### src/logic/cfgsp_consts.svh
// Register indices, reset values and field masks of the configuration space
// Overview of operation
// Index decoded on all eight bits
// Unimplemented registers ignore writes, read zero
// Index then data access, config mode only
// Global registers occupy indices 0x00 to 0x2F
// Index 0x02 bit 0 soft reset, self-clearing
// Soft reset loads soft values, others keep
// Control and select clear on power/hard reset
// Index-address defaults 0x03, bit 7 reads one
// Select register at 0x07 picks device bank
// Activate touches only the selected device
// Index 0x20 read-only identification code
// Index 0x21 read-only silicon revision
// Power control: bits 0,3,4,5, default zero
// Power management: same bits, 6-7 read zero
// Power registers clear on power/hard reset
// Watchdog control bit 0 survives hard reset
// Watchdog control mixes read-only, write-only bits
// Activate bit 0 enables selected device only
// Index port captures, data port accesses register
`ifndef CFGSP_CONSTS_SVH
`define CFGSP_CONSTS_SVH
`define CFGSP_IDX_CFG_CTRL    8'h02
`define CFGSP_IDX_INDEX_ADDR  8'h03
`define CFGSP_IDX_LDN         8'h07
`define CFGSP_IDX_DEV_ID      8'h20
`define CFGSP_IDX_DEV_REV     8'h21
`define CFGSP_IDX_PWR_CTRL    8'h22
`define CFGSP_IDX_PWR_MGMT    8'h23
`define CFGSP_IDX_GLOBAL_LAST 8'h2F
`define CFGSP_IDX_ACTIVATE    8'h30
`define CFGSP_IDX_KBD_IRQ1    8'h70
`define CFGSP_IDX_KBD_IRQ2    8'h72
`define CFGSP_IDX_KBD_GATE    8'hF0
`define CFGSP_IDX_SMI_EN1     8'hB4
`define CFGSP_IDX_SMI_EN2     8'hB5
`define CFGSP_IDX_SMI_ST1     8'hB6
`define CFGSP_IDX_SMI_ST2     8'hB7
`define CFGSP_IDX_PIN_MUX     8'hC0
`define CFGSP_IDX_FORCE_DISK  8'hC1
`define CFGSP_IDX_FLOPPY_SHD  8'hC2
`define CFGSP_IDX_UART1_SHD   8'hC3
`define CFGSP_IDX_UART2_SHD   8'hC4
`define CFGSP_IDX_WAKE_CTRL   8'hC5
`define CFGSP_IDX_WAKE_ST     8'hC6
`define CFGSP_IDX_WAKE_SRC_ST 8'hC7
`define CFGSP_IDX_WAKE_SRC_EN 8'hC8
`define CFGSP_IDX_WDT_TIMEOUT 8'hF1
`define CFGSP_IDX_WATCHDOG_COUNT_VALUE     8'hF2
`define CFGSP_IDX_WATCHDOG_SETUP     8'hF3
`define CFGSP_IDX_WATCHDOG_CONTROL    8'hF4
`define CFGSP_LDN_KBD         8'h07
`define CFGSP_LDN_AUX         8'h08
`define CFGSP_PWR_MASK        8'h39
`define CFGSP_RST_INDEX_ADDR  7'h03
`define CFGSP_RST_PIN_MUX     8'h02
`define CFGSP_RST_FORCE_DISK  8'h01
`define CFGSP_SOFT_RST_BIT    0
`define CFGSP_WDT_FORCE_BIT   1
`endif

### src/logic/cfgsp_pkg.sv
// Types shared by the configuration space block
package cfgsp_pkg;
    typedef struct packed {
        logic       wr;
        logic       rd;
        logic       data_sel;
        logic [7:0] wdata;
    } cfgsp_req_s;

    typedef struct packed {
        logic [7:0] ldn;
        logic [7:0] pwr_ctrl;
        logic [7:0] pwr_mgmt;
        logic       kbd_act;
        logic [7:0] kbd_irq1;
        logic [7:0] kbd_irq2;
        logic [7:0] kbd_gate_sel;
        logic       aux_act;
        logic [7:0] smi_en1;
        logic [7:0] smi_en2;
        logic [7:0] smi_st1;
        logic [7:0] smi_st2;
        logic [7:0] pin_mux;
        logic [7:0] force_disk;
        logic [7:0] wake_ctrl;
        logic [7:0] wake_st;
        logic [7:0] wake_src_st;
        logic [7:0] wake_src_en;
        logic [7:0] wdt_timeout;
        logic [7:0] watchdog_count_value;
        logic [7:0] watchdog_setup;
        logic       wdt_enable;
    } cfgsp_cfg_s;

    typedef struct packed {
        cfgsp_cfg_s cfg;
        logic [7:0] index;
        logic [6:0] index_addr;
        logic [7:0] rd_data;
        logic       rd_valid;
        logic       soft_rst;
        logic       wdt_force;
    } cfgsp_state_s;
endpackage : cfgsp_pkg

### src/logic/cfgsp_regs.sv
// Indexed configuration register space: global and keyboard/aux device banks
`timescale 1ns/1ps
`include "cfgsp_consts.svh"

module cfgsp_regs #(
    parameter logic [7:0] DEVICE_IDENTIFICATION  = 8'hA5,  // Arbitrary value
    parameter logic [7:0] DEVICE_REV = 8'h01   // Arbitrary value
) (
    // Clock and resets
    input  wire logic                  clk,
    input  wire logic                  reset,
    input  wire logic                  hard_reset,
    input  wire logic                  main_power_on_reset,
    // Host index/data ports
    input  wire logic                  cfg_mode,
    input  wire cfgsp_pkg::cfgsp_req_s host_req,
    output      logic [7:0]            rd_data_q,
    output      logic                  rd_valid_q,
    // Status from the functions
    input  wire logic [7:0]            floppy_rate_shadow,
    input  wire logic [7:0]            uart_one_fifo_shadow,
    input  wire logic [7:0]            uart_two_fifo_shadow,
    input  wire logic [5:0]            wdt_status,
    input  wire logic [7:0]            wake_event_set,
    input  wire logic [7:0]            wake_source_set,
    // Configuration to the functions
    output      cfgsp_pkg::cfgsp_cfg_s cfg_q,
    output      logic                  soft_reset_pulse_q,
    output      logic                  wdt_force_pulse_q
);

    cfgsp_pkg::cfgsp_state_s st_q;
    cfgsp_pkg::cfgsp_state_s st_d;
    logic [7:0]              rdv;
    logic                    sel_kbd;
    logic                    sel_aux;
    logic                    is_global;
    logic                    data_rd;
    logic                    data_wr;

    assign rd_data_q          = st_q.rd_data;
    assign rd_valid_q         = st_q.rd_valid;
    assign cfg_q              = st_q.cfg;
    assign soft_reset_pulse_q = st_q.soft_rst;
    assign wdt_force_pulse_q  = st_q.wdt_force;

    always_comb begin
        st_d           = st_q;
        st_d.rd_valid  = 1'b0;
        st_d.soft_rst  = 1'b0;
        st_d.wdt_force = 1'b0;
        rdv            = 8'h00;
        is_global      = (st_q.index <= `CFGSP_IDX_GLOBAL_LAST);
        sel_kbd        = (st_q.cfg.ldn == `CFGSP_LDN_KBD);
        sel_aux        = (st_q.cfg.ldn == `CFGSP_LDN_AUX);
        data_rd        = host_req.rd && host_req.data_sel && cfg_mode;
        data_wr        = host_req.wr && host_req.data_sel && cfg_mode;

        // Read decode; unmatched indices fall through to zero
        if (is_global) begin
            if (st_q.index == `CFGSP_IDX_INDEX_ADDR) begin
                rdv = {1'b1, st_q.index_addr};
            end else if (st_q.index == `CFGSP_IDX_LDN) begin
                rdv = st_q.cfg.ldn;
            end else if (st_q.index == `CFGSP_IDX_DEV_ID) begin
                rdv = DEVICE_IDENTIFICATION;
            end else if (st_q.index == `CFGSP_IDX_DEV_REV) begin
                rdv = DEVICE_REV;
            end else if (st_q.index == `CFGSP_IDX_PWR_CTRL) begin
                rdv = st_q.cfg.pwr_ctrl;
            end else if (st_q.index == `CFGSP_IDX_PWR_MGMT) begin
                rdv = st_q.cfg.pwr_mgmt;
            end else begin
                rdv = 8'h00;
            end
        end else if (sel_kbd) begin
            if (st_q.index == `CFGSP_IDX_ACTIVATE) begin
                rdv = {7'h00, st_q.cfg.kbd_act};
            end else if (st_q.index == `CFGSP_IDX_KBD_IRQ1) begin
                rdv = st_q.cfg.kbd_irq1;
            end else if (st_q.index == `CFGSP_IDX_KBD_IRQ2) begin
                rdv = st_q.cfg.kbd_irq2;
            end else if (st_q.index == `CFGSP_IDX_KBD_GATE) begin
                rdv = st_q.cfg.kbd_gate_sel;
            end else begin
                rdv = 8'h00;
            end
        end else if (sel_aux) begin
            if (st_q.index == `CFGSP_IDX_ACTIVATE) begin
                rdv = {7'h00, st_q.cfg.aux_act};
            end else if (st_q.index == `CFGSP_IDX_SMI_EN1) begin
                rdv = st_q.cfg.smi_en1;
            end else if (st_q.index == `CFGSP_IDX_SMI_EN2) begin
                rdv = st_q.cfg.smi_en2;
            end else if (st_q.index == `CFGSP_IDX_SMI_ST1) begin
                rdv = st_q.cfg.smi_st1;
            end else if (st_q.index == `CFGSP_IDX_SMI_ST2) begin
                rdv = st_q.cfg.smi_st2;
            end else if (st_q.index == `CFGSP_IDX_PIN_MUX) begin
                rdv = st_q.cfg.pin_mux;
            end else if (st_q.index == `CFGSP_IDX_FORCE_DISK) begin
                rdv = st_q.cfg.force_disk;
            end else if (st_q.index == `CFGSP_IDX_FLOPPY_SHD) begin
                rdv = floppy_rate_shadow;
            end else if (st_q.index == `CFGSP_IDX_UART1_SHD) begin
                rdv = uart_one_fifo_shadow;
            end else if (st_q.index == `CFGSP_IDX_UART2_SHD) begin
                rdv = uart_two_fifo_shadow;
            end else if (st_q.index == `CFGSP_IDX_WAKE_CTRL) begin
                rdv = st_q.cfg.wake_ctrl;
            end else if (st_q.index == `CFGSP_IDX_WAKE_ST) begin
                rdv = st_q.cfg.wake_st;
            end else if (st_q.index == `CFGSP_IDX_WAKE_SRC_ST) begin
                rdv = st_q.cfg.wake_src_st;
            end else if (st_q.index == `CFGSP_IDX_WAKE_SRC_EN) begin
                rdv = st_q.cfg.wake_src_en;
            end else if (st_q.index == `CFGSP_IDX_WDT_TIMEOUT) begin
                rdv = st_q.cfg.wdt_timeout;
            end else if (st_q.index == `CFGSP_IDX_WATCHDOG_COUNT_VALUE) begin
                rdv = st_q.cfg.watchdog_count_value;
            end else if (st_q.index == `CFGSP_IDX_WATCHDOG_SETUP) begin
                rdv = st_q.cfg.watchdog_setup;
            end else if (st_q.index == `CFGSP_IDX_WATCHDOG_CONTROL) begin
                // Force bit is write-only and reads back zero
                rdv = {wdt_status, 1'b0, st_q.cfg.wdt_enable};
            end else begin
                rdv = 8'h00;
            end
        end else begin
            rdv = 8'h00;
        end

        if (host_req.rd && cfg_mode) begin
            st_d.rd_data  = host_req.data_sel ? rdv : st_q.index;
            st_d.rd_valid = 1'b1;
        end

        // Index port holds all eight bits so no aliasing can occur
        if (host_req.wr && !host_req.data_sel && cfg_mode) begin
            st_d.index = host_req.wdata;
        end

        if (data_wr) begin
            if (is_global) begin
                if (st_q.index == `CFGSP_IDX_CFG_CTRL) begin
                    st_d.soft_rst = host_req.wdata[`CFGSP_SOFT_RST_BIT];
                end else if (st_q.index == `CFGSP_IDX_INDEX_ADDR) begin
                    st_d.index_addr = host_req.wdata[6:0];
                end else if (st_q.index == `CFGSP_IDX_LDN) begin
                    st_d.cfg.ldn = host_req.wdata;
                end else if (st_q.index == `CFGSP_IDX_PWR_CTRL) begin
                    st_d.cfg.pwr_ctrl = host_req.wdata & `CFGSP_PWR_MASK;
                end else if (st_q.index == `CFGSP_IDX_PWR_MGMT) begin
                    st_d.cfg.pwr_mgmt = host_req.wdata & `CFGSP_PWR_MASK;
                end
            end else if (sel_kbd) begin
                if (st_q.index == `CFGSP_IDX_ACTIVATE) begin
                    st_d.cfg.kbd_act = host_req.wdata[0];
                end else if (st_q.index == `CFGSP_IDX_KBD_IRQ1) begin
                    st_d.cfg.kbd_irq1 = host_req.wdata;
                end else if (st_q.index == `CFGSP_IDX_KBD_IRQ2) begin
                    st_d.cfg.kbd_irq2 = host_req.wdata;
                end else if (st_q.index == `CFGSP_IDX_KBD_GATE) begin
                    st_d.cfg.kbd_gate_sel = host_req.wdata;
                end
            end else if (sel_aux) begin
                if (st_q.index == `CFGSP_IDX_ACTIVATE) begin
                    st_d.cfg.aux_act = host_req.wdata[0];
                end else if (st_q.index == `CFGSP_IDX_SMI_EN1) begin
                    st_d.cfg.smi_en1 = host_req.wdata;
                end else if (st_q.index == `CFGSP_IDX_SMI_EN2) begin
                    st_d.cfg.smi_en2 = host_req.wdata;
                end else if (st_q.index == `CFGSP_IDX_SMI_ST1) begin
                    st_d.cfg.smi_st1 = host_req.wdata;
                end else if (st_q.index == `CFGSP_IDX_SMI_ST2) begin
                    st_d.cfg.smi_st2 = host_req.wdata;
                end else if (st_q.index == `CFGSP_IDX_PIN_MUX) begin
                    st_d.cfg.pin_mux = host_req.wdata;
                end else if (st_q.index == `CFGSP_IDX_FORCE_DISK) begin
                    st_d.cfg.force_disk = host_req.wdata;
                end else if (st_q.index == `CFGSP_IDX_WAKE_CTRL) begin
                    st_d.cfg.wake_ctrl = host_req.wdata;
                end else if (st_q.index == `CFGSP_IDX_WAKE_ST) begin
                    st_d.cfg.wake_st = st_q.cfg.wake_st & ~host_req.wdata;
                end else if (st_q.index == `CFGSP_IDX_WAKE_SRC_ST) begin
                    st_d.cfg.wake_src_st = st_q.cfg.wake_src_st & ~host_req.wdata;
                end else if (st_q.index == `CFGSP_IDX_WAKE_SRC_EN) begin
                    st_d.cfg.wake_src_en = host_req.wdata;
                end else if (st_q.index == `CFGSP_IDX_WDT_TIMEOUT) begin
                    st_d.cfg.wdt_timeout = host_req.wdata;
                end else if (st_q.index == `CFGSP_IDX_WATCHDOG_COUNT_VALUE) begin
                    st_d.cfg.watchdog_count_value = host_req.wdata;
                end else if (st_q.index == `CFGSP_IDX_WATCHDOG_SETUP) begin
                    st_d.cfg.watchdog_setup = host_req.wdata;
                end else if (st_q.index == `CFGSP_IDX_WATCHDOG_CONTROL) begin
                    st_d.cfg.wdt_enable = host_req.wdata[0];
                    st_d.wdt_force = host_req.wdata[`CFGSP_WDT_FORCE_BIT];
                end
            end
        end

        // Events set after the clear so a same-cycle event is not lost
        st_d.cfg.wake_st     = st_d.cfg.wake_st | wake_event_set;
        st_d.cfg.wake_src_st = st_d.cfg.wake_src_st | wake_source_set;

        // Soft reset: only registers that carry a soft value are loaded
        if (st_d.soft_rst) begin
            st_d.cfg.kbd_act  = 1'b0;
            st_d.cfg.kbd_irq1 = 8'h00;
            st_d.cfg.kbd_irq2 = 8'h00;
            st_d.cfg.aux_act  = 1'b0;
        end

        // Main-supply and hard reset; wake registers only follow reset
        if (hard_reset || main_power_on_reset) begin
            st_d.soft_rst          = 1'b0;
            st_d.wdt_force         = 1'b0;
            st_d.index_addr        = `CFGSP_RST_INDEX_ADDR;
            st_d.cfg.ldn           = 8'h00;
            st_d.cfg.pwr_ctrl      = 8'h00;
            st_d.cfg.pwr_mgmt      = 8'h00;
            st_d.cfg.kbd_act       = 1'b0;
            st_d.cfg.kbd_irq1      = 8'h00;
            st_d.cfg.kbd_irq2      = 8'h00;
            st_d.cfg.kbd_gate_sel  = 8'h00;
            st_d.cfg.aux_act       = 1'b0;
            st_d.cfg.pin_mux       = `CFGSP_RST_PIN_MUX;
            st_d.cfg.force_disk    = `CFGSP_RST_FORCE_DISK;
            st_d.cfg.wdt_timeout   = 8'h00;
            st_d.cfg.watchdog_count_value       = 8'h00;
            st_d.cfg.watchdog_setup       = 8'h00;
        end
        if (main_power_on_reset) begin
            st_d.cfg.smi_en1    = 8'h00;
            st_d.cfg.smi_en2    = 8'h00;
            st_d.cfg.smi_st1    = 8'h00;
            st_d.cfg.smi_st2    = 8'h00;
            st_d.cfg.wdt_enable = 1'b0;
        end
    end

    // Async reset is the standby-supply power-on reset: everything to default
    always_ff @(posedge clk or posedge reset) begin
        if (reset) begin
            st_q                <= '0;
            st_q.index_addr     <= `CFGSP_RST_INDEX_ADDR;
            st_q.cfg.pin_mux    <= `CFGSP_RST_PIN_MUX;
            st_q.cfg.force_disk <= `CFGSP_RST_FORCE_DISK;
        end else begin
            st_q <= st_d;
        end
    end

    logic quiet;
    assign quiet = !hard_reset && !main_power_on_reset;
endmodule : cfgsp_regs

### config.mk
export PLATFORM = sky130hd
export DESIGN_NAME = cfgsp_regs
export DESIGN_NICKNAME = d
export VERILOG_FILES = /design/src/logic/cfgsp_pkg.sv /design/src/logic/cfgsp_regs.sv
export VERILOG_INCLUDE_DIRS = /design/src /design/src/logic
export SDC_FILE = /design/constraint.sdc
export NUM_CORES = 1
export LEC_CHECK = 0
export BUFFER_PORTS_ARGS = -buffer_cell sky130_fd_sc_hd__buf_2
export CORE_AREA = 10 10 147 149
export DETAILED_ROUTE_END_ITERATION = 10
export DIE_AREA = 0 0 157 159
export PLACE_DENSITY = 0.82
export SETUP_SLACK_MARGIN = 0.1
export SKIP_CTS_REPAIR_TIMING = 1
export SYNTH_ARGS = -nofsm -noshare
export SYNTH_HDL_FRONTEND = slang
export SYNTH_SLANG_ARGS = --single-unit
### constraint.sdc
create_clock -name clk -period 15.64 [get_ports clk]
set_input_delay 2.346 -clock clk [delete_from_list [all_inputs] [get_ports clk]]
set_output_delay 2.346 -clock clk [all_outputs]
set_load 0.03 [all_outputs]
==> results of run 1 <==
-- cells by family (layout without fill, tap and decap cells) --
kind of cell	after synthesis	in the layout	share of synthesized area
flops	173	173	0.414
other cells	1	8	0.000358
simple gates	363	363	0.170
mux	56	56	0.0582
buf+inv	236	274	0.146
compound gates	323	323	0.212
-- metal layers --
| layer | vias to the layer above | track usage |
|---|---|---|
| met2 | 757 | 0.460 |
| met5 | - | 0 |
| met4 | 0 | 0.0948 |
| met3 | 103 | 0.0961 |
| li1 | 4072 | - |
| met1 | 4663 | 0.428 |
-- final cells by class --
class,instances,area (um^2),area share
inverters,10,42.5,0.00383
well taps,234,293,0.0263
clock buffers,22,464,0.0418
flip-flops and latches,173,4340,0.390
clock inverters,10,140,0.0126
repair buffers,232,1190,0.107
multi-input cells,750,4650,0.418
-- synth_stat cells, types with 18 or more instances --
master	number
a21o_1	18
a21oi_1	70
a22o_1	28
buf_4	164
clkbuf_1	40
dfrtp_1	169
mux2_2	39
nand2_1	134
nand3_1	26
nor2_1	92
nor3_1	23
o21ai_0	76
-- registers in the layout (all words and copies together) (netlist names) --
name,flops
cfg_q,147
rd_data_q,8
rd_valid_q,1
soft_reset_pulse_q,1
st_q,15
wdt_force_pulse_q,1
-- power by group through the flow --
| stage | Sequential (W) | Combinational, W | Clock, W |
|---|---|---|---|
| 2_1_floorplan | 0.000469 | 0.000137 | 0 |
| 3_3_place_gp | 0.000486 | 0.000177 | 0 |
| 3_5_place_dp | 0.000487 | 0.000177 | 0 |
| 4_1_cts | 0.000479 | 0.000178 | 0.000444 |
| 5_1_grt | 0.000481 | 0.000193 | 0.000464 |
| 6_report | 0.000480 | 0.000185 | 0.000442 |
-- worst max path at each step --
stage | slack (ps) | endpoint | depth (start not counted) | start
floorplan | 8610 | cfg_q[0]$_DFFE_PP0P_ | 1 | reset
global placement | 10770 | cfg_q[94]$_DFFE_PP0P_ | 7 | host_req[8]
detailed placement | 10670 | cfg_q[94]$_DFFE_PP0P_ | 7 | host_req[8]
CTS | 11110 | cfg_q[94]$_DFFE_PP0P_ | 7 | host_req[8]
global route | 10840 | cfg_q[92]$_DFFE_PP0P_ | 7 | host_req[8]
finish | 10970 | cfg_q[94]$_DFFE_PP0P_ | 7 | host_req[8]
-- worst max-delay path: cells and delay by family --
family          cells  cell delay (ps)
buf+inv             1              190
compound gates      1              140
simple gates        5             2330
-- per-stage QoR --
step | utilization | area [um^2]
floorplan | - | 10500
global placement | 0.566 | 10500
detailed placement | 0.566 | 10500
CTS | 0.598 | 11100
global route | 0.598 | 11100
finish | 0.598 | 11100
==> results.toml, run 1 <==
[routing]
vias = 9595
wire_per_inst_um = 28.0
wl_met2_mm = 17.6
postRouteAntennaNets = 0
finalWirelength_mm = 40.1
routed_via_density = 6.71
drc = 0
drtPass1Iterations = 9
wl_met1_mm = 16.0
met3WireLength_mm = 5.28
highest_layer = "met4"
drt-initial-drc-count = 1440

[timing]
grt_setup_unrepaired = "no"
relSlewSlack = 0.165
fin_crit_ps = 4670
clock_skew_ps = 11.4
setup_slack_ps = 10970
finalCritPeriodShare = 0.299
timing.final.setup_violations = 0
slew_viol_final = 0
final-hold-violation-count = 0
fmax_ghz = 0.214
holdWs_ps = 499
setup_tns_ps = 0
worstMarginPinSlew_ps = 1250

[synth]
synth_top_area_share = 0.404
async_reset_ff_frac = 1.00
synth_top_cells_by_area = "dfrtp_1, buf_4, nand2_1"
synth_top_cell_by_area = "dfrtp_1"
synth_seq_area_share = 0.414
yosys_warnings = 0
synth_seq_cells = 173
synth_cells = 1152
syn_area_per_cell_um2 = 9.10
synth_edf_count = 0
ys_types = 83
synth_area_um2 = 10500
synth_top_flop_cell = "dfrtp_1"

[critical_path]
crit_path_frequent_cell = "nand2_1"
reg2reg_depth = 5
r2r_end = "cfg_q[18]$_DFFE_PP0P_"
required_ps = 15990
path_cells = "buf_2 > and3_1 > nand2_1 > nor3_1 > nand2_1 > or3_1 > a21oi_1"
max_stage_delay_ps = 560
end_kind = "flip-flop"
r2r_slack_ps = 11530
worst_ep_arrival_time_ps = 5020
cp_slowest_cell = "nor3_1"
worst-setup-path-type = "in -> reg"
r2r_start = "st_q[20]$_DFFE_PP0P_"
worstPathMaxFanout = 14
worstSetupStartpointType = "input pin"

[grt]
grt_max_degree = 99
grt.overflow.total = 0
antenna_found_initial = 0
grt_use_total = 0.312
grt_pass1_vias = 9203
grt_pass1_wl_mm = 59.5

[cells_and_area]
layout-drive-gt1-share = 0.277
fillerInstances = 1650
fin_cells = 1431
most-common-layout-cells = "buf_2, dfrtp_1, nand2_1"
final_nets = 1246
layout_commonest_cell = "buf_2"
antennaDiodeCount = 0
syn2layout_area_growth_pct = 6.10

[cts]
insertion_delay_ps = 430
cts.clk_slew.worst_paths_ps = 70
root_buffer = "clkbuf_16"
clock_path_buffers = 2
cts_tree = "yes"
cts_buffers = 17
cts_num_sinks = 173
htree_levels = 4

[pwr]
p_comb_frac = 0.167
seqPwrFrac = 0.434
clockPowerShare = 0.399
powerDensity_nw_per_um2 = 99.6
intPower_w = 0.000770
p_total_w = 0.00111
ir_drop_mv = 0.0786
p_leak_nw = 4.96
switching_share = 0.305
switching_power_w = 0.000338

[placement]
dp_hpwl_mm = 30.1
portBuffers = 219
place_inst = 1399
gp_congestion = 1.03
dp_slack_ps = 10670

[min_path]
min-delay-start = "cfg_q[8]$_DFFE_PP0P_"
hold_depth = 2
hold_path_class = "reg -> reg"
hold_end = "cfg_q[8]$_DFFE_PP0P_"

[floorplan]
num_rows = 50
die_area_um2 = 25000
core_um2 = 18600
io_pins = 228
start_util = 0.564
dieWidth_um = 157
die_y_um = 159

[status]
status = "finished clean"

[flow_run]
cap_violations = 0
Note: power is estimated with default switching activity, not from simulation.
==> inputs of run 2 (changes only) <==
- CORE_AREA: 10 10 147 149 -> 10 10 148 150
- DIE_AREA: 0 0 157 159 -> 0 0 158 160
- PLACE_DENSITY: 0.82 -> 0.81
- clock period: 15.64 -> 4.74 ns (I/O delays scaled with it)
==> run 2 against run 1 <==
Net effect: die area rose by 1.3%; clock skew rose by 2.8 ps; clock power rose to 3.5 times the previous value; sequential share of layout area fell by 0.37 points; sequential power rose to 3.3 times the previous value; first-iteration DRC count rose by 2.1%; global-route usage rose by 0.73 points; hold slack got worse by 51 ps; critical endpoint is now cfg_q[31]$_DFFE_PP0P_; largest power group unchanged; highest routed layer unchanged.
==> results.toml, run 2 (same netlist as run 1, synthesis figures left out) <==
[routing]
postRouteAntennaNets = 0
drc = 0
vias = 9575
drt-initial-drc-count = 1470
finalWirelength_mm = 41.2
wire_per_inst_um = 28.5
routed_via_density = 6.64
drtPass1Iterations = 8

[critical_path]
required_ps = 5060
r2r_end = "cfg_q[31]$_DFFE_PP0P_"
r2r_start = "st_q[18]$_DFFE_PP0P_"
worst_ep_arrival_time_ps = 4100
max_stage_delay_ps = 1030
path_buf_inv = 1
reg2reg_depth = 5
worst-setup-path-type = "reg -> reg"
r2r_slack_ps = 960
cp_top_family = "simple AND/OR/NAND/NOR gates"
cp_slowest_cell = "nor4b_1"
worstSetupStartpointType = "flip-flop"
worstPathMaxFanout = 18
end_kind = "flip-flop"
path_cells = "buf_4 > nor4b_1 > nand2_1 > nor4_4 > mux2_2"

[cts]
clock_path_buffers = 2
cts_tree = "yes"
root_buffer = "clkbuf_16"
cts_num_sinks = 173
cts_buffers = 17
htree_levels = 4
cts.clk_slew.worst_paths_ps = 70
insertion_delay_ps = 430

[timing]
setup_tns_ps = 0
clock_skew_ps = 14.1
fmax_ghz = 0.264
final-hold-violation-count = 0
timing.final.setup_violations = 0
fin_crit_ps = 3780
relSlewSlack = 0.0900
worstMarginPinSlew_ps = 1360
slew_viol_final = 0
grt_setup_unrepaired = "no"
finalCritPeriodShare = 0.798

[cells_and_area]
layout-drive-gt1-share = 0.282
stdcell_area_um2 = 11200
largest_register_ffs = 147
syn2layout_area_growth_pct = 7.09
most-common-layout-cells = "buf_2, dfrtp_1, nand2_1"
final_nets = 1253
fillerInstances = 1672
antennaDiodeCount = 0
layout_commonest_cell = "buf_2"

[grt]
grt_use_total = 0.319
grt.overflow.total = 0
use_met3 = 0.0860
grt_max_degree = 174
antenna_found_initial = 0
groute.layer.met2.usage = 0.454
gr-max-usage-layer = "met2"
grt_pass1_wl_mm = 60.5
grtUsageMet1 = 0.447
grt_pass1_vias = 9253

[placement]
placed_area_um2 = 10600
gp_congestion = 1.06
dp_hpwl_mm = 30.8
portBuffers = 219

[pwr]
ir_drop_mv = 0.237
p_total_w = 0.00378
p_leak_nw = 5.02
powerDensity_nw_per_um2 = 336

[min_path]
hold_depth = 2
hold_end = "cfg_q[41]$_DFF_PP0_"
hold_path_class = "in -> reg"
min-delay-start = "wake_event_set[0]"

[floorplan]
io_pins = 228
die_y_um = 160
start_util = 0.549
die_area_um2 = 25300
dieWidth_um = 158
num_rows = 51
core_um2 = 19100

[status]
status = "finished clean"

[flow_run]
cap_violations = 0
run 2: final cells by class:
type / instances / area, um^2 / share of cell area
clock inverter: 13 / 198 / 0.0176
sequential: 173 / 4330 / 0.386
tap: 238 / 298 / 0.0265
inverter: 10 / 41.3 / 0.00368
clock buffer: 19 / 443 / 0.0395
multi-input combinational: 750 / 4650 / 0.414
timing repair buffer: 239 / 1260 / 0.112
run 2: stage by stage:
stage | setup slack, ps | std cells | hold WS [ps] | utilization
CTS | 1150 | 1442 | 442 | 0.588
detailed placement | 1170 | 1410 | 489 | 0.555
floorplan | 1820 | 1159 | 457 | -
global placement | 1170 | 1410 | 486 | 0.555
finish | 958 | 1442 | 449 | 0.588
global route | 947 | 1442 | 442 | 0.588
run 2: worst max path at each step:
stage,start,end,slack (ps),cells after the start
after floorplan,reset,cfg_q[0]$_DFFE_PP0P_,1820,1
after detailed placement,st_q[18]$_DFFE_PP0P_,cfg_q[30]$_DFFE_PP0P_,1170,5
after global routing,st_q[18]$_DFFE_PP0P_,cfg_q[30]$_DFFE_PP0P_,950,5
final,st_q[18]$_DFFE_PP0P_,cfg_q[31]$_DFFE_PP0P_,960,5
after global placement,st_q[18]$_DFFE_PP0P_,cfg_q[26]$_DFFE_PP0P_,1170,5
after CTS,st_q[18]$_DFFE_PP0P_,cfg_q[31]$_DFFE_PP0P_,1150,5
run 2: report_power, final:
part / leakage, nW / internal (W) / switching [W]
Combinational: 2.42 / 0.000188 / 0.000459
Clock: 0.316 / 0.000912 / 0.000641
Sequential: 2.29 / 0.00150 / 0.0000733
Total: 5.02 / 0.00260 / 0.00117
run 2: routing by layer:
| layer | up-vias | part of all wire |
|---|---|---|
| li1 | 4102 | - |
| met1 | 4694 | 0.41 |
| met2 | 681 | 0.44 |
| met3 | 98 | 0.12 |
| met4 | 0 | 0.039 |
| met5 | - | 0 |
==> inputs of run 3 (changes only) <==
- ABC_AREA: not set -> 1
- clock period: 4.74 -> 3.5 ns (I/O delays scaled with it)
==> run 3 against run 2 <==
Net effect: clock skew is 3.2 ps lower; core utilization rose by 0.30 points; setup slack worse by 600 ps; combinational power down 13%; routed wire length decreased by 12%; global-route usage down 3.5 points; area after synthesis increased by 0.29%; clock power is 25% higher; first-iteration DRC count fell by 8.6%; flip-flop and latch count stayed put; critical path type unchanged; largest cell class is now sequential cells.
==> results.toml, run 3 <==
[status]
status = "finished clean"

[critical_path]
r2r_slack_ps = 360
path_cells = "inv_1 > nand2_1 > inv_1 > nand2_4 > nor2_1 > buf_4 > inv_2 > nand2_1 > nor2_1 > inv_2 > nor2_4 > nand4_2 > o21ai_2 > mux2_2"
r2r_start = "st_q[21]$_DFFE_PP0P_"
end_kind = "flip-flop"
worstSetupStartpointType = "flip-flop"
worst_ep_arrival_time_ps = 3470
required_ps = 3830
worstPathMaxFanout = 12
r2r_end = "cfg_q[7]$_DFFE_PP0P_"
worst-setup-path-type = "reg -> reg"
reg2reg_depth = 14
max_stage_delay_ps = 530
path_buf_inv = 5
critical_path_depth = 14
cp_top_family = "simple AND/OR/NAND/NOR gates"
cp_slowest_cell = "o21ai_2"

[cts]
htree_levels = 4
insertion_delay_ps = 450
cts_tree = "yes"
cts_buffers = 17
cts.clk_slew.worst_paths_ps = 70
root_buffer = "clkbuf_16"
clock_path_buffers = 2
cts_num_sinks = 173

[pwr]
p_comb_frac = 0.123
switching_power_w = 0.00130
intPower_w = 0.00329
p_leak_nw = 5.64
switching_share = 0.283
powerDensity_nw_per_um2 = 407
seqPwrFrac = 0.456
ir_drop_mv = 0.367
clockPowerShare = 0.421

[placement]
dp_hpwl_mm = 28.3
place_inst = 1673
portBuffers = 219
gp_congestion = 1.04

[timing]
clock_skew_ps = 10.9
final-hold-violation-count = 0
grt_setup_unrepaired = "no"
slew_viol_final = 0
setup_tns_ps = 0
relSlewSlack = 0.279
fmax_ghz = 0.318
fin_crit_ps = 3140
worstMarginPinSlew_ps = 1080
timing.final.setup_violations = 0
finalCritPeriodShare = 0.898

[cells_and_area]
layout_commonest_cell = "nand2_1"
fillerInstances = 1784
syn2layout_area_growth_pct = 7.33
most-common-layout-cells = "nand2_1, buf_2, dfrtp_1"
layout-drive-gt1-share = 0.231
fin_cells = 1703
largest_register_ffs = 147
antennaDiodeCount = 0
final_nets = 1516

[floorplan]
start_util = 0.551
dieWidth_um = 158
die_area_um2 = 25300
core_um2 = 19100
num_rows = 51
io_pins = 228
die_y_um = 160

[min_path]
hold_end = "cfg_q[43]$_DFF_PP0_"
hold_depth = 3
hold_path_class = "in -> reg"
min-delay-start = "wake_event_set[2]"

[synth]
synth_edf_count = 0
synth_seq_area_share = 0.412
synth_area_um2 = 10500
syn_area_per_cell_um2 = 7.60
synth_top_flop_cell = "dfrtp_1"
synth.most_common_cell = "nand2_1"
ys_types = 56
synth_seq_cells = 173
yosys_warnings = 0
synth_top_area_share = 0.402
synthTopCellsByCount = "nand2_1, dfrtp_1, buf_4"
synth_cells = 1383
synth_top_cells_by_area = "dfrtp_1, buf_4, nand2_1"
synth_top_cell_by_area = "dfrtp_1"
async_reset_ff_frac = 1.00

[routing]
postRouteAntennaNets = 0
drc = 0
vias = 9753
wire_per_inst_um = 21.2
finalWirelength_mm = 36.2
drt-initial-drc-count = 1343
routed_via_density = 5.73
drtPass1Iterations = 6

[grt]
grt_max_degree = 174
grt.overflow.total = 0
grt_pass1_vias = 9643
grt_pass1_wl_mm = 55.4
antenna_found_initial = 0
grt_use_total = 0.284

[flow_run]
cap_violations = 0
-- run 3: cell types whose count changed after synthesis, sizes merged, moves of 28 or more --
cell    change
mux2       -35
o21ai      +61
inv       +172
nor2       +59
nand3      +32
a22o       -28
clkbuf     -33
nand2     +177
-- run 3: logic make-up (layout without fill, tap and decap cells) --
logic type             Yosys count  after routing  synth area share
AOI/OAI and AO/OA              277            277             0.157
DFF                            173            173             0.412
other                            1              8          0.000357
muxes                            4              4           0.00500
buffers and inverters          369            444             0.194
and+or+nand+nor                559            559             0.231
-- run 3: metrics by stage --
step           total power (W)  setup slack [ps]  cell area, um^2  hold WS (ps)  utilization
2_1_floorplan          0.00253               768            10500           449            -
3_3_place_gp           0.00267               480            10700           479        0.560
3_5_place_dp           0.00268               464            10700           483        0.560
4_1_cts                0.00457               450            11300           255        0.591
5_1_grt                0.00472               241            11300           254        0.591
6_report               0.00459               358            11300           256        0.591
-- run 3: power groups by stage --
stage / clock (W) / combinational, W / sequential (W)
after global routing: 0.00201 / 0.000613 / 0.00210
after CTS: 0.00192 / 0.000554 / 0.00209
after floorplan: 0 / 0.000418 / 0.00211
after global placement: 0 / 0.000548 / 0.00212
after detailed placement: 0 / 0.000552 / 0.00213
final: 0.00193 / 0.000565 / 0.00209
-- run 3: layer usage --
metal  GRT usage  vias to the layer above  part of all wire
li1            -                     4438                 -
met1       0.361                     4537              0.39
met2       0.440                      667              0.45
met3      0.0768                      111              0.11
met4       0.129                        0             0.044
met5           0                        -                 0
-- run 3: how the worst max path moves through the flow --
| stage | endpoint | slack, ps | start |
|---|---|---|---|
| finish | cfg_q[7]$_DFFE_PP0P_ | 360 | st_q[21]$_DFFE_PP0P_ |
| global route | cfg_q[7]$_DFFE_PP0P_ | 240 | st_q[21]$_DFFE_PP0P_ |
| CTS | cfg_q[7]$_DFFE_PP0P_ | 450 | st_q[21]$_DFFE_PP0P_ |
| detailed placement | cfg_q[7]$_DFFE_PP0P_ | 460 | st_q[21]$_DFFE_PP0P_ |
| global placement | cfg_q[7]$_DFFE_PP0P_ | 480 | st_q[21]$_DFFE_PP0P_ |
| floorplan | cfg_q[0]$_DFFE_PP0P_ | 770 | reset |
-- run 3: area by class of cell --
class                   count  area, um^2  area share
clock buffers              22         474      0.0420
clock inverters             8         111     0.00987
multi-input cells         848        4160       0.369
flip-flops and latches    173        4330       0.384
inverters                 182         692      0.0613
repair buffers            232        1210       0.107
well taps                 238         298      0.0264
-- run 3: worst min-delay path, delay by kind of cell --
kind	cells	cell delay, ps
buffers and inverters	2	100
and+or+nand+nor	1	50
